### src/include/crwd_pkg.sv
`default_nettype none
package crwd_pkg;
  localparam int ADDR_W = 32;
  localparam int DATA_W = 32;
  localparam int FA_W   = 12;

  // register byte offsets
  localparam logic [7:0] OFF_INSTR   = 8'h00;
  localparam logic [7:0] OFF_BANKSEL = 8'h04;
  localparam logic [7:0] OFF_STATUS  = 8'h08;

  // status field positions
  localparam int ST_ZERO  = 0;
  localparam int ST_TOUT  = 1;
  localparam int ST_PDOWN = 2;
  localparam int ST_BUSY  = 3;

  // instruction encodings
  localparam logic [6:0]  FILE_CLR_OPC = 7'h35;
  localparam logic [15:0] WDOG_CLR_OPC = 16'h0004;
  localparam int          BANK_BIT   = 8;

  localparam logic [3:0]  ACCESS_BANK = 4'h0;
  localparam logic [7:0]  CLEAR_VAL   = 8'h00;
  localparam logic [15:0] INSTR_RST   = 16'h0000;
  localparam logic [3:0]  BANK_RST    = 4'h0;

  typedef enum logic [2:0] {
    PH_IDLE = 3'b000,
    PH_Q1   = 3'b001,
    PH_Q2   = 3'b010,
    PH_Q3   = 3'b011,
    PH_Q4   = 3'b100
  } crwd_phase_t;

  typedef struct packed {
    logic [FA_W-1:0] addr;
    logic            re;
    logic            we;
    logic [7:0]      wdata;
  } crwd_mem_t;

  typedef struct packed {
    logic count_clr;
    logic post_clr;
  } crwd_wdog_t;
endpackage
`default_nettype wire

### src/logic/crwd_exec.sv
`default_nettype none
module crwd_exec
  import crwd_pkg::*;
(
  input  wire logic              clk_i,
  input  wire logic              rst_i,
  input  wire logic              cyc_i,
  input  wire logic              stb_i,
  input  wire logic              we_i,
  input  wire logic [ADDR_W-1:0] adr_i,
  input  wire logic [3:0]        sel_i,
  input  wire logic [DATA_W-1:0] dat_i,
  output logic      [DATA_W-1:0] dat_o,
  output logic                   ack_o,
  output crwd_mem_t              mem_o,
  output crwd_wdog_t             wdog_o,
  output logic                   busy_o
);

  function automatic logic is_file_clr(input logic [15:0] w);
    is_file_clr = (w[15:9] == FILE_CLR_OPC);
  endfunction

  function automatic logic is_wdog_clr(input logic [15:0] w);
    is_wdog_clr = (w == WDOG_CLR_OPC);
  endfunction

  crwd_phase_t phase_ff;
  crwd_phase_t nxt_phase;
  logic [15:0] instr_ff;
  logic [3:0]  banksel_ff;
  logic        zero_ff;
  logic        tout_ff;
  logic        pdown_ff;
  logic        ack_ff;
  logic [DATA_W-1:0] dat_ff;
  crwd_mem_t   mem_ff;
  crwd_wdog_t  wdog_ff;

  // bus decode
  wire logic       req      = cyc_i & stb_i;
  wire logic       wr_hit   = req & ack_ff & we_i & sel_i[0];
  wire logic [7:0] off      = adr_i[7:0];
  wire logic       hi_zero  = (adr_i[ADDR_W-1:8] == '0);
  wire logic       sel_ins  = hi_zero & (off == OFF_INSTR);
  wire logic       sel_bank = hi_zero & (off == OFF_BANKSEL);
  wire logic       sel_stat = hi_zero & (off == OFF_STATUS);
  wire logic       busy     = (phase_ff != PH_IDLE);
  wire logic       start    = wr_hit & sel_ins & sel_i[1] & ~busy;
  wire logic       do_fclr  = is_file_clr(instr_ff);
  wire logic       do_wclr  = is_wdog_clr(instr_ff);
  wire logic       st_wr    = wr_hit & sel_stat;
  // bank select from the operand bit
  // bank choice
  wire logic [3:0] bank     = instr_ff[BANK_BIT] ? banksel_ff : ACCESS_BANK;
  wire logic [FA_W-1:0] faddr = {bank, instr_ff[7:0]};
  wire logic [DATA_W-1:0] status_w = {{(DATA_W-4){1'b0}},
                                      busy, pdown_ff, tout_ff, zero_ff};
  wire logic [DATA_W-1:0] rd_mux =
    sel_ins  ? {{(DATA_W-16){1'b0}}, instr_ff} :
    sel_bank ? {{(DATA_W-4){1'b0}}, banksel_ff} :
    sel_stat ? status_w : '0;

  always_comb
  begin
    case (phase_ff)
      PH_IDLE: nxt_phase = start ? PH_Q1 : PH_IDLE;
      PH_Q1:   nxt_phase = PH_Q2;
      PH_Q2:   nxt_phase = PH_Q3;
      PH_Q3:   nxt_phase = PH_Q4;
      PH_Q4:   nxt_phase = PH_IDLE;
      default: nxt_phase = PH_IDLE;
    endcase
  end

  wire logic nxt_q2 = (nxt_phase == PH_Q2);
  wire logic nxt_q3 = (nxt_phase == PH_Q3);
  wire logic nxt_q4 = (nxt_phase == PH_Q4);
  wire logic set_z  = (phase_ff == PH_Q4) & do_fclr;
  wire logic set_wd = (phase_ff == PH_Q3) & do_wclr;

  always_ff @(posedge clk_i)
  begin
    if (rst_i)
    begin
      phase_ff <= PH_IDLE;
      ack_ff   <= 1'b0;
      dat_ff   <= '0;
    end
    else
    begin
      phase_ff <= nxt_phase;
      ack_ff   <= req & ~ack_ff;
      dat_ff   <= rd_mux;
    end
  end

  always_ff @(posedge clk_i)
  begin
    if (rst_i)
    begin
      instr_ff   <= INSTR_RST;
      banksel_ff <= BANK_RST;
    end
    else
    begin
      if (start)
        instr_ff <= dat_i[15:0];
      if (wr_hit & sel_bank)
        banksel_ff <= dat_i[3:0];
    end
  end

  // hardware set wins over a software write
  // zero flag set
  always_ff @(posedge clk_i)
  begin
    if (rst_i)
      zero_ff <= 1'b0;
    else if (set_z)
      zero_ff <= 1'b1;
    else if (st_wr)
      zero_ff <= dat_i[ST_ZERO];
  end

  always_ff @(posedge clk_i)
  begin
    if (rst_i)
    begin
      tout_ff  <= 1'b1;
      pdown_ff <= 1'b1;
    end
    else if (set_wd)
    begin
      tout_ff  <= 1'b1;
      pdown_ff <= 1'b1;
    end
    else if (st_wr)
    begin
      tout_ff  <= dat_i[ST_TOUT];
      pdown_ff <= dat_i[ST_PDOWN];
    end
  end

  always_ff @(posedge clk_i)
  begin
    if (rst_i)
      mem_ff <= '0;
    else
    begin
      mem_ff.addr  <= faddr;
      mem_ff.re    <= nxt_q2 & do_fclr;
      mem_ff.we    <= nxt_q4 & do_fclr;
      mem_ff.wdata <= CLEAR_VAL;
    end
  end

  always_ff @(posedge clk_i)
  begin
    if (rst_i)
      wdog_ff <= '0;
    else
    begin
      wdog_ff.count_clr <= nxt_q3 & do_wclr;
      wdog_ff.post_clr  <= nxt_q3 & do_wclr;
    end
  end

  assign dat_o  = dat_ff;
  assign ack_o  = ack_ff;
  assign mem_o  = mem_ff;
  assign wdog_o = wdog_ff;
  assign busy_o = busy;

  AST_CLEAR_ZERO: assert property (@(posedge clk_i)
    disable iff (rst_i)
    (phase_ff == PH_Q4) && do_fclr |=> zero_ff)
    else $error("zero flag not set after clear-file");

  AST_ACCESS_BANK: assert property (@(posedge clk_i)
    disable iff (rst_i)
    mem_o.we && !instr_ff[BANK_BIT] |-> mem_o.addr[11:8] == ACCESS_BANK)
    else $error("bank bit 0 did not use the fast-access bank");

  AST_SELECT_BANK: assert property (@(posedge clk_i)
    disable iff (rst_i)
    mem_o.we && instr_ff[BANK_BIT] |-> mem_o.addr[11:8] == banksel_ff)
    else $error("bank bit 1 did not use bank-select register");

  AST_PHASES: assert property (@(posedge clk_i)
    disable iff (rst_i)
    start |=> phase_ff == PH_Q1 ##1 phase_ff == PH_Q2 && mem_o.re == do_fclr
    ##1 phase_ff == PH_Q3 ##1 phase_ff == PH_Q4 && mem_o.we == do_fclr
    ##1 phase_ff == PH_IDLE)
    else $error("four-phase sequence broken");

  AST_CLEAR_WRITE: assert property (@(posedge clk_i)
    disable iff (rst_i)
    mem_o.we |-> mem_o.wdata == CLEAR_VAL && $past(mem_o.re, 2))
    else $error("clear-file write not zero or not after read");

  AST_WDOG_CLEAR: assert property (@(posedge clk_i)
    disable iff (rst_i)
    (phase_ff == PH_Q3) && do_wclr |-> wdog_o.count_clr && wdog_o.post_clr)
    else $error("watchdog clear missing in Q3");

  AST_WDOG_FLAGS: assert property (@(posedge clk_i)
    disable iff (rst_i)
    $rose(wdog_o.count_clr) |=> tout_ff && pdown_ff && $stable(zero_ff))
    else $error("clear-watchdog status bits wrong");

  AST_WDOG_NOMEM: assert property (@(posedge clk_i)
    disable iff (rst_i)
    busy && do_wclr |-> !mem_o.re && !mem_o.we)
    else $error("clear-watchdog touched data memory");

endmodule
`default_nettype wire

### config.mk
export PLATFORM = sky130hd
export DESIGN_NAME = crwd_exec
export DESIGN_NICKNAME = d
export VERILOG_FILES = /design/src/include/crwd_pkg.sv /design/src/logic/crwd_exec.sv
export SDC_FILE = /design/constraint.sdc
export NUM_CORES = 1
export LEC_CHECK = 0
export BUFFER_PORTS_ARGS = -buffer_cell sky130_fd_sc_hd__buf_2
export CAP_MARGIN = 0
export CORE_ASPECT_RATIO = 0.75
export CORE_MARGIN = 8
export CORE_UTILIZATION = 30
export CTS_CLUSTER_DIAMETER = 200
export DETAILED_ROUTE_END_ITERATION = 16
export GPL_ROUTABILITY_DRIVEN = 0
export GPL_TIMING_DRIVEN = 0
export RECOVER_POWER = 100
export SLEW_MARGIN = 20
export SYNTH_ARGS = -nofsm -noshare
export SYNTH_HDL_FRONTEND = slang
export SYNTH_SLANG_ARGS = --single-unit
### constraint.sdc
create_clock -name clk_i -period 3.1 [get_ports clk_i]
set_clock_uncertainty 0.05 [all_clocks]
set_input_delay 0.93 -clock clk_i [delete_from_list [all_inputs] [get_ports clk_i]]
set_output_delay 0.93 -clock clk_i [all_outputs]
set_load 0.01 [all_outputs]
* Word level (Yosys, flattened, before mapping) *
Cells that the tools add are included.

storage, ports and cells
  flip-flop bits (word level) = 82
  input port bits = 73
  output and inout bits = 58
  word-level logic and storage cells = 62

cells by class
  eq/ne operators = 11
  muxes and demuxes = 7
  bitwise operators = 21
  reduce and logical (&&, ||, !) cells = 8

operators with widths
  kind                                                   number
  logical NOT 24 bit                                     1
  AND 1 bit                                              18
  equality test 16 x 3 -> 1 bit (second input constant)  1
  two-way mux 16 bit                                     1
  equality test 3 x 2 -> 1 bit (second input constant)   4
  case mux 3 bit (4 select lines)                        1
  equality test 8 x 3 -> 1 bit (second input constant)   1
  equality test 8 x 4 -> 1 bit (second input constant)   1
  logical NOT 8 bit                                      1
  two-way mux 4 bit                                      2
  equality test 7 x 6 -> 1 bit (second input constant)   1
  equality test 3 bit (second input constant)            2
  OR reduction 2 bit                                     2
  equality test 3 x 1 -> 1 bit (second input constant)   1
  logical NOT 3 bit                                      1
  two-way mux 1 bit                                      3
  NOT 1 bit                                              3
  nonzero test 3 bit                                     1
  OR reduction 3 bit                                     1
  nonzero test 2 bit                                     1

* Longest topological paths before layout *
Gate-level depths: netlist (run 1).

  depth after elaboration = 11
  mapped depth = 6
  mapped depth without buffers = 4

* Least setup slack after synthesis (run 1) *
No wires, ideal clock.

  kind = in2reg
  start = input port adr_i[2]
  end = register instr_ff[4]
  setup time = 0.121 ns
  arrival time = 2.345 ns
  data required time = 2.929 ns
  setup slack = 0.584 ns
  stages = 5
  buffers on the path = 1
  path through = buf_2 > nor4_2 > nand4_4 > nor3_4 > mux2_4

on the way
  cells in the longest elaborated chain, start to end = 5

RTL lines
  what                     RTL line          text
  start, declared          crwd_exec.sv:10   input wire logic [ADDR_W-1:0] adr_i,
  logical NOT 8 bit        crwd_exec.sv:45   wire logic sel_ins = hi_zero & (off == OFF_INSTR);
  AND 1 bit                crwd_exec.sv:45
  AND 1 bit (3 in series)  crwd_exec.sv:49   wire logic start = wr_hit & sel_ins & sel_i[1] & ~busy;
  end signal, assigned     crwd_exec.sv:108  instr_ff <= dat_i[15:0];
  end, declared            crwd_exec.sv:30   logic [15:0] instr_ff;

No other way between the ends.
A chain may end at the register's enable or synchronous reset.

* Worst setup path after layout (run 1) *
  start = input port adr_i[9]
  end = register instr_ff[4]

on the way
  cells in the longest elaborated chain, start to end = 5

RTL lines
  what                     RTL line         text
  logical NOT 24 bit       crwd_exec.sv:44  wire logic hi_zero = (adr_i[ADDR_W-1:8] == '0);
  AND 1 bit                crwd_exec.sv:45
  AND 1 bit (3 in series)  crwd_exec.sv:49

No other way between the ends.

==> qor.yml, run 1 <==
hold_depth: 1
final-seq-area_um2: 1160
cts_setup_buffers: 0
portBuffers: 87
clkLatencyLatePin_ns: 0.32
grt-ovfl-total: 0
hold_violations: 0
first_pass_iters: 4
worstPathRequired_ns: 3.26
syn_area_per_cell_um2: 10.0
synthAdderAreaFrac: 0
cts_sinks: 58
p_per_area_nw_per_um2: 575
holdBufCountCts: 0
post-place-ws_ns: 0.104
synthMuxAreaShare: 0.0707
vdd_ir_drop_max_uv: 285
timing.final.crit_period_ns: 2.66
fp.dieArea_um2: 11700
routed_wl_um: 7090
yosysSeqAreaShare: 0.455
synth_seq_cells: 58
final.setup.worst_slack_ns: 0.437
cts_tree: "yes"
hold_class: "flop to flop"
rows: 29
outcome: "completed"
multi_input_area_um2: 1190
seqPwrFrac: 0.375
clkPwrFrac: 0.569
vias_per_cell: 4.44
synth-edff-count: 0
clock_path_buffers: 2
drt_iter0_drc: 116
synth-compound-area-share: 0.0677
grt_use_met3: 0.0668
crit_type: "input pin to flop"
vias: 2166
num_antenna_cells: 0
ys.flop_type: "dfxtp_1"
swShare: 0.193
die_x_um: 122
ys_warn_count: 0
p_sw_uw: 385
start_util: 0.306
max_freq_mhz: 375
postRouteAntennaNets: 0
root_buffer: "clkbuf_16"
critPathMaxFanout: 9
yosysTopAreaCell: "dfxtp_1"
use_met2: 0.190
yosysMostFrequentCell: "dfxtp_1"
synth.cell_area_um2: 2550
core_um2: 8350
maxSlewViolCount: 0
post-dp-hpwl_um: 5670
busiest_layer: "met2"
ys_types: 35
nets: 448
rsz0062_at_grt: "false"
hold_ws_ns: 0.402
first_global_vias: 2387
synth-simple-area-share: 0.298
antenna_found_initial: 0
p_comb_frac: 0.056
synth_top_area_share: 0.455
ys_async_sr_fraction: 0
cts_resized: 0
timing.final.crit_share: 0.859
p_leak_uw: 0.00150
yosys-top-cells-area: "dfxtp_1, buf_4, mux2i_1, and2_1, nand2b_1"
h-tree-depth: 3
tns_ns: 0
yosys-top-cells-count: "dfxtp_1, buf_4, and2_1"
cp-start-kind: "input pin"
worst_pin_slew_ns: 0.572
grt_pass1_wl_um: 11300
cp.arrival_ns: 2.82
grt_start_max_net_pins: 11
drc: 0
top_level_ports: 131
fillers: 869
maxCapViolCount: 0
relSlewSlack: 0.617
track_usage: 0.124
drive_gt1_frac: 0.284
finalSetupViolCount: 0
synth_top_family_by_area: "simple AND/OR/NAND/NOR gates"
cp-end-kind: "flop"
synth-xor-area-share: 0.00343
path_clk_slew_ns: 0.05
p_int_uw: 1610
syn2layout_area_growth_pct: 36.2
wl_per_cell_um: 14.5
postSynthCellCount: 254
grt_util_met1: 0.150
die_y_um: 95.8
r2r_cells: 5
cts_buffers: 9
-- worst paths after layout --
| kind | from | endpoint | slack, ns |
|---|---|---|---|
| setup / recovery | adr_i[9] | instr_ff[4]$_SDFFE_PP0P_ | 0.44 |
| hold / removal | ack_o$_SDFF_PP0_ | ack_o$_SDFF_PP0_ | 0.40 |
| setup reg to reg | phase_ff[2]$_SDFF_PP0_ | instr_ff[4]$_SDFFE_PP0P_ | 0.96 |
| hold reg to reg | ack_o$_SDFF_PP0_ | ack_o$_SDFF_PP0_ | 0.40 |
-- flip-flops by register name, indices dropped and copies added (netlist names) --
name        flops
ack_o           1
banksel_ff      4
dat_o          16
instr_ff       16
mem_o          14
pdown_ff        1
phase_ff        3
tout_ff         1
wdog_o          1
zero_ff         1
-- layout make-up --
type,count,area share
clock inverter,4,0.0285
timing repair buffer,87,0.113
buffer,37,0.0677
tap,108,0.0389
sequential,58,0.334
inverter,5,0.00540
clock buffer,12,0.0710
multi-input combinational,177,0.341
-- stage by stage --
stage | utilization | cell area (um^2) | total power, uW | cells
6_report | 0.416 | 3470 | 2000 | 488
5_1_grt | 0.416 | 3470 | 2060 | 488
4_1_cts | 0.426 | 3550 | 2020 | 488
3_5_place_dp | 0.384 | 3210 | 875 | 472
3_3_place_gp | 0.384 | 3210 | 874 | 472
2_1_floorplan | - | 2640 | 823 | 277
-- cell usage in the layout (no fill, tap or decap), drive strengths merged --
cell type / instances
nand2: 5
and2: 15
nor2b: 10
mux2: 4
o21ai: 2
nor2: 10
o31ai: 9
bufinv: 3
or4: 1
a31oi: 4
mux2i: 12
clkbuf: 57
and3: 3
nand2b: 14
clkinv: 1
nor3: 13
conb: 24
o21ba: 1
nand4: 15
dfxtp: 58
buf: 79
inv: 5
or4b: 1
and4: 5
nand3: 2
nor4: 13
a21oi: 12
xnor2: 1
nor3b: 1
-- power by group through the flow --
stage / logic [uW] / clock network, uW / registers, uW
after global placement: 111 / 0 / 763
after CTS: 112 / 1160 / 747
after detailed placement: 112 / 0 / 763
after global routing: 124 / 1190 / 747
final: 112 / 1140 / 748
after floorplan: 60.5 / 0 / 763
-- metal layers --
| layer | vias up | routed length [um] |
|---|---|---|
| met5 | - | 0 |
| met4 | 0 | 64 |
| met3 | 8 | 847 |
| met2 | 107 | 2840 |
| met1 | 953 | 3340 |
| li1 | 1098 | - |
-- worst max-delay path: stages --
cell,delay [ns]
buf_2,0.10
nor4_1,0.40
nand4_1,0.39
nor3_4,0.62
mux2_1,0.37
-- cells by family (layout without fill, tap and decap cells) --
group | Yosys count | after routing
buf+inv | 42 | 145
xor+xnor | 1 | 1
other cells | 1 | 24
compound gates | 28 | 28
flops | 58 | 58
simple gates | 108 | 108
mux | 16 | 16
No activity file was read; power rests on OpenSTA's default activity.
==> inputs of run 2 (changes only) <==
--- a/config.mk
+++ b/config.mk
@@ -9,12 +9,13 @@
 export CAP_MARGIN = 0
 export CORE_ASPECT_RATIO = 0.75
 export CORE_MARGIN = 8
-export CORE_UTILIZATION = 30
+export CORE_UTILIZATION = 35
 export CTS_CLUSTER_DIAMETER = 200
 export DETAILED_ROUTE_END_ITERATION = 16
 export GPL_ROUTABILITY_DRIVEN = 0
 export GPL_TIMING_DRIVEN = 0
 export RECOVER_POWER = 100
+export SETUP_SLACK_MARGIN = 0.4
 export SLEW_MARGIN = 20
 export SYNTH_ARGS = -nofsm -noshare
 export SYNTH_HDL_FRONTEND = slang
==> run 2 against run 1 <==
Power is 24% lower. Worst setup slack improved by 0.040 ns. Combinational power barely moved. Clock-buffer cell count rose by 1. Via count down 1.8%. Largest power group is now sequential cells. Highest routed layer unchanged.
==> qor.yml, run 2 (same netlist as run 1, synthesis figures left out) <==
multi_input_area_um2: 1190  # unchanged
dr_wl_met3_um: 727  # -14%
holdBufCountCts: 0  # unchanged
hold_class: "flop to flop"
p_leak_uw: 0.00143  # -4.5%
max_freq_mhz: 381  # +1.5%
num_antenna_cells: 0  # unchanged
relSlewSlack: 0.616  # -0.00184
maxCapViolCount: 0  # unchanged
start_util: 0.354  # +0.0488
r2r_cells: 5  # unchanged
cts_sinks: 58  # unchanged
vias_per_cell: 4.43  # -0.21%
timing.final.crit_share: 0.846  # -0.0129
first_global_vias: 2277  # -4.6%
maxSlewViolCount: 0  # unchanged
cp.arrival_ns: 2.78  # -0.04 ns
clock_path_buffers: 2  # unchanged
timing.final.crit_period_ns: 2.62  # -0.0401 ns
grt_start_max_net_pins: 11  # unchanged
routed_wl_um: 6950  # -1.9%
syn2layout_area_growth_pct: 29.7
critical-path-max-stage-delay_ns: 0.62  # about the same
wl_met2_um: 2750  # -3.2%
dp.cells: 465  # -1.5%
root_buffer: "clkbuf_8"
layout_commonest_cell: "dfxtp_1"
crit_type: "input pin to flop"
cp-start-kind: "input pin"
wl_per_cell_um: 14.5  # -0.23%
grt_pass1_wl_um: 11200  # -0.80%
r2r_slack_ns: 0.94  # -0.02 ns
h-tree-depth: 3  # unchanged
path_clk_slew_ns: 0.06  # about the same
vdd_ir_drop_max_uv: 172  # -40%
top_level_ports: 131  # unchanged
worst_pin_slew_ns: 0.575  # +0.00275 ns
rsz0062_at_grt: "false"
first_pass_iters: 4  # unchanged
cts_setup_buffers: 0  # unchanged
drc: 0  # unchanged
nets: 448  # unchanged
clkLatencyLatePin_ns: 0.33  # about the same
worstPathRequired_ns: 3.26  # about the same
mostFrequentLayoutCells: "dfxtp_1, buf_2, clkbuf_1, buf_4, conb_1"
dr.max_layer_used: "met4"
final-seq-area_um2: 1160  # unchanged
critical-path-slowest-cell: "nor3_4"
tns_ns: 0  # unchanged
rows: 27  # -6.9%
p_per_area_nw_per_um2: 458  # -20%
critPathMaxFanout: 9  # unchanged
finalSetupViolCount: 0  # unchanged
cp-end-kind: "flop"
postRouteAntennaNets: 0  # unchanged
die_y_um: 89.9  # -6.2%
track_usage: 0.138  # +0.0135
post-dp-hpwl_um: 5470  # -3.6%
drt_iter0_drc: 103  # -11%
stdcell_count: 480  # -1.6%
hold_depth: 1  # unchanged
outcome: "completed"
grt-ovfl-total: 0  # unchanged
cts_tree: "yes"
met1Wirelength_um: 3410  # +2.2%
fin_util: 0.460  # +0.0436
fillers: 756  # -13%
portBuffers: 87  # unchanged
antenna_found_initial: 0  # unchanged
hold_violations: 0  # unchanged
fp.dieArea_um2: 10300  # -12%
cts_resized: 0  # unchanged
die_x_um: 115  # -6.4%
vias: 2126  # -1.8%
core_um2: 7200  # -14%
drive_gt1_frac: 0.288  # +0.00339
path_cells: "buf_2, nor4_1, nand4_1, nor3_4, mux2_1"
cts_buffers: 9  # unchanged
run 2: changes by cell type in the layout (fill, tap and decap cells not counted):
cell / before / now
clkinv_4: 1 / 0
and2_1: 10 / 8
clkbuf_16: 9 / 0
bufinv_16: 3 / 0
and2_0: 5 / 7
clkbuf_1: 47 / 45
clkbuf_8: 1 / 13
clkinv_2: 0 / 2
run 2: worst max-delay path: cells and delay by family:
family / cells / cell delay, ns
AND/OR/NAND/NOR: 3 / 1.36
buffers and inverters: 1 / 0.10
multiplexers: 1 / 0.38
run 2: worst paths after layout:
| check | start | to |
|---|---|---|
| worst min register to register | ack_o$_SDFF_PP0_ | ack_o$_SDFF_PP0_ |
| worst max register to register | phase_ff[2]$_SDFF_PP0_ | instr_ff[6]$_SDFFE_PP0P_ |
| worst min-delay path | ack_o$_SDFF_PP0_ | ack_o$_SDFF_PP0_ |
| worst max-delay path | adr_i[0] | instr_ff[6]$_SDFFE_PP0P_ |
run 2: cell type report:
type | instances | share of cell area
multi-input cells | 177 | 0.359
flip-flops and latches | 58 | 0.351
repair buffers | 87 | 0.118
plain buffers | 37 | 0.0711
clock buffers | 13 | 0.0541
well taps | 101 | 0.0382
inverters | 5 | 0.00567
clock inverters | 2 | 0.00303
run 2: stage by stage:
step | total power, uW | setup WS [ns] | instance area [um^2] | hold slack (ns)
5_1_grt | 1580 | 0.338 | 3310 | 0.451
4_1_cts | 1530 | 0.493 | 3390 | 0.404
6_report | 1510 | 0.477 | 3310 | 0.412
3_5_place_dp | 875 | 0.130 | 3200 | 0.387
3_3_place_gp | 874 | 0.169 | 3200 | 0.383
2_1_floorplan | 823 | 0.584 | 2640 | 0.387
run 2: report_power, final:
part           internal [uW]  switching (uW)
registers                746           0.432
clock network            370             285
logic                   55.9            56.8
run 2: routing by layer:
metal | GRT usage | up-vias
li1 | - | 1095
met1 | 0.177 | 923
met2 | 0.194 | 103
met3 | 0.0615 | 5
met4 | 0.0586 | 0
met5 | 0 | -
==> inputs of run 3 (changes only) <==
==> constraint.sdc (replaced) <==
create_clock -name clk_i -period 2.5 [get_ports clk_i]
set_clock_uncertainty 0.05 [all_clocks]
set_input_delay 0.75 -clock clk_i [delete_from_list [all_inputs] [get_ports clk_i]]
set_output_delay 0.75 -clock clk_i [all_outputs]
set_load 0.01 [all_outputs]
==> run 3 against run 2 <==
Clock power is 66% higher. Sequential power rose by 24%. Largest power group is now clock. Via count grew 4.1%. Cell count increased by 1.9%. Critical path type unchanged. Register-to-register slack lost 0.60 ns. First-iteration DRC count down 12%. Non-clock buffer count rose by 8. Combinational power grew 28%. Wire length decreased by 0.52%. Flip-flop and latch count is the same. Highest routed layer unchanged. Clock-buffer cell count is 1 lower. Power is 43% higher.
==> qor.yml, run 3 (same netlist as run 1, synthesis figures left out) <==
max_freq_mhz: 453
p_leak_uw: 0.00148  # +3.4%
rr_startpoint: "phase_ff[2]$_SDFF_PP0_"
timing.final.crit_share: 0.883
timing.final.crit_period_ns: 2.21
critical-path-slowest-cell: "nand4_1"
drc: 0  # unchanged
cp-end-kind: "flop"
post-dp-hpwl_um: 5340  # -2.3%
nets: 456  # +1.8%
rsz0062_at_grt: "true"
fp.dieArea_um2: 10300  # unchanged
clock_path_buffers: 2  # unchanged
drive_gt1_frac: 0.299  # +0.0114
mostFrequentLayoutCells: "dfxtp_1, buf_2, clkbuf_1, buf_4, conb_1"
critical-path-max-stage-delay_ns: 0.43  # -0.19 ns
crit_type: "input pin to flop"
first_global_vias: 2219  # -2.5%
outcome: "completed"
postRouteAntennaNets: 0  # unchanged
hold_ws_ns: 0.408  # -0.00448 ns
worstPathRequired_ns: 2.68  # -0.58 ns
r2r_slack_ns: 0.34  # -0.60 ns
startpoint: "cyc_i"
syn2layout_area_growth_pct: 35.6
placed_area_um2: 3240  # +1.4%
rows: 27  # unchanged
core_um2: 7200  # unchanged
relSlewSlack: 0.653  # +0.0377
hold_class: "flop to flop"
maxSlewViolCount: 0  # unchanged
portBuffers: 87  # unchanged
vias: 2213  # +4.1%
cts_tree: "yes"
routed_wl_um: 6920  # -0.52%
root_buffer: "clkbuf_8"
grt-ovfl-total: 0  # unchanged
tns_ns: 0  # unchanged
cts_buffers: 9  # unchanged
start_util: 0.354  # unchanged
vdd_ir_drop_max_uv: 260  # +52%
layout_commonest_cell: "dfxtp_1"
p_per_area_nw_per_um2: 624  # +36%
maxCapViolCount: 0  # unchanged
grt_pass1_wl_um: 10800  # -3.4%
vias_per_cell: 4.53  # +2.2%
clkLatencyLatePin_ns: 0.33  # about the same
cp.arrival_ns: 2.38  # -0.40 ns
antenna_found_initial: 0  # unchanged
hold_violations: 0  # unchanged
top_level_ports: 131  # unchanged
die_y_um: 89.9  # unchanged
worst_pin_slew_ns: 0.520  # -0.0547 ns
num_antenna_cells: 0  # unchanged
path_cells: "buf_2, and4_1, nand4_1, nor3_4, buf_12, mux2_1"
track_usage: 0.134  # -0.00435
drt_iter0_drc: 91  # -12%
grt_start_max_net_pins: 11  # unchanged
fin_area_um2: 3460  # +4.5%
fin_total_pwr_uw: 2160  # +43%
critPathMaxFanout: 9  # unchanged
cts_sinks: 58  # unchanged
h-tree-depth: 3  # unchanged
cp-start-kind: "input pin"
die_x_um: 115  # unchanged
first_pass_iters: 4  # unchanged
path_clk_slew_ns: 0.07  # about the same
holdCritStartpoint: "ack_o$_SDFF_PP0_"
wl_per_cell_um: 14.1  # -2.3%
finalSetupViolCount: 0  # unchanged
==> run 3: critical path, delay by kind of cell <==
kind                   cells  cell delay [ns]
AND/OR/NAND/NOR            3             1.08
multiplexers               1             0.31
buffers and inverters      2             0.24
==> run 3: per-layer routing <==
| metal | global-route usage | vias up | routed length [um] |
|---|---|---|---|
| li1 | - | 1112 | - |
| met5 | 0 | - | 0 |
| met1 | 0.170 | 980 | 3370 |
| met3 | 0.0741 | 8 | 740 |
| met4 | 0.0486 | 0 | 108 |
| met2 | 0.182 | 113 | 2700 |
==> run 3: where the power goes <==
| group | internal, uW | switching (uW) |
|---|---|---|
| Sequential | 925 | 0.498 |
| Combinational | 71.8 | 73.5 |
| Clock | 717 | 370 |
==> run 3: layout make-up <==
class	count	area (um^2)
clock inverter	4	97.6
inverter	5	18.8
clock buffer	12	155
tap	101	126
timing repair buffer	95	457
fill	722	3740
multi-input combinational	177	1200
sequential	58	1160
buffer	37	236
==> run 3: per-stage QoR <==
| step | setup WS [ns] | utilization | instances |
|---|---|---|---|
| CTS | 0.450 | 0.495 | 488 |
| floorplan | 0.258 | - | 277 |
| detailed placement | -0.231 | 0.451 | 465 |
| global placement | -0.235 | 0.451 | 465 |
| global route | 0.188 | 0.480 | 489 |
| finish | 0.291 | 0.480 | 489 |
==> run 3: worst paths after layout <==
kind                         endpoint  depth (start not counted)
max reg2reg  instr_ff[6]$_SDFFE_PP0P_                          6
min reg2reg          ack_o$_SDFF_PP0_                          1
max          instr_ff[6]$_SDFFE_PP0P_                          6
min                  ack_o$_SDFF_PP0_                          1
==> run 3: repair_timing <==
item                                    in CTS  in global routing
setup buffers                                7                  1
hold buffers                                 0                  0
gates resized for setup                      1                  5
endpoints found under the setup margin      24                 22
pin swaps                                    6                  2
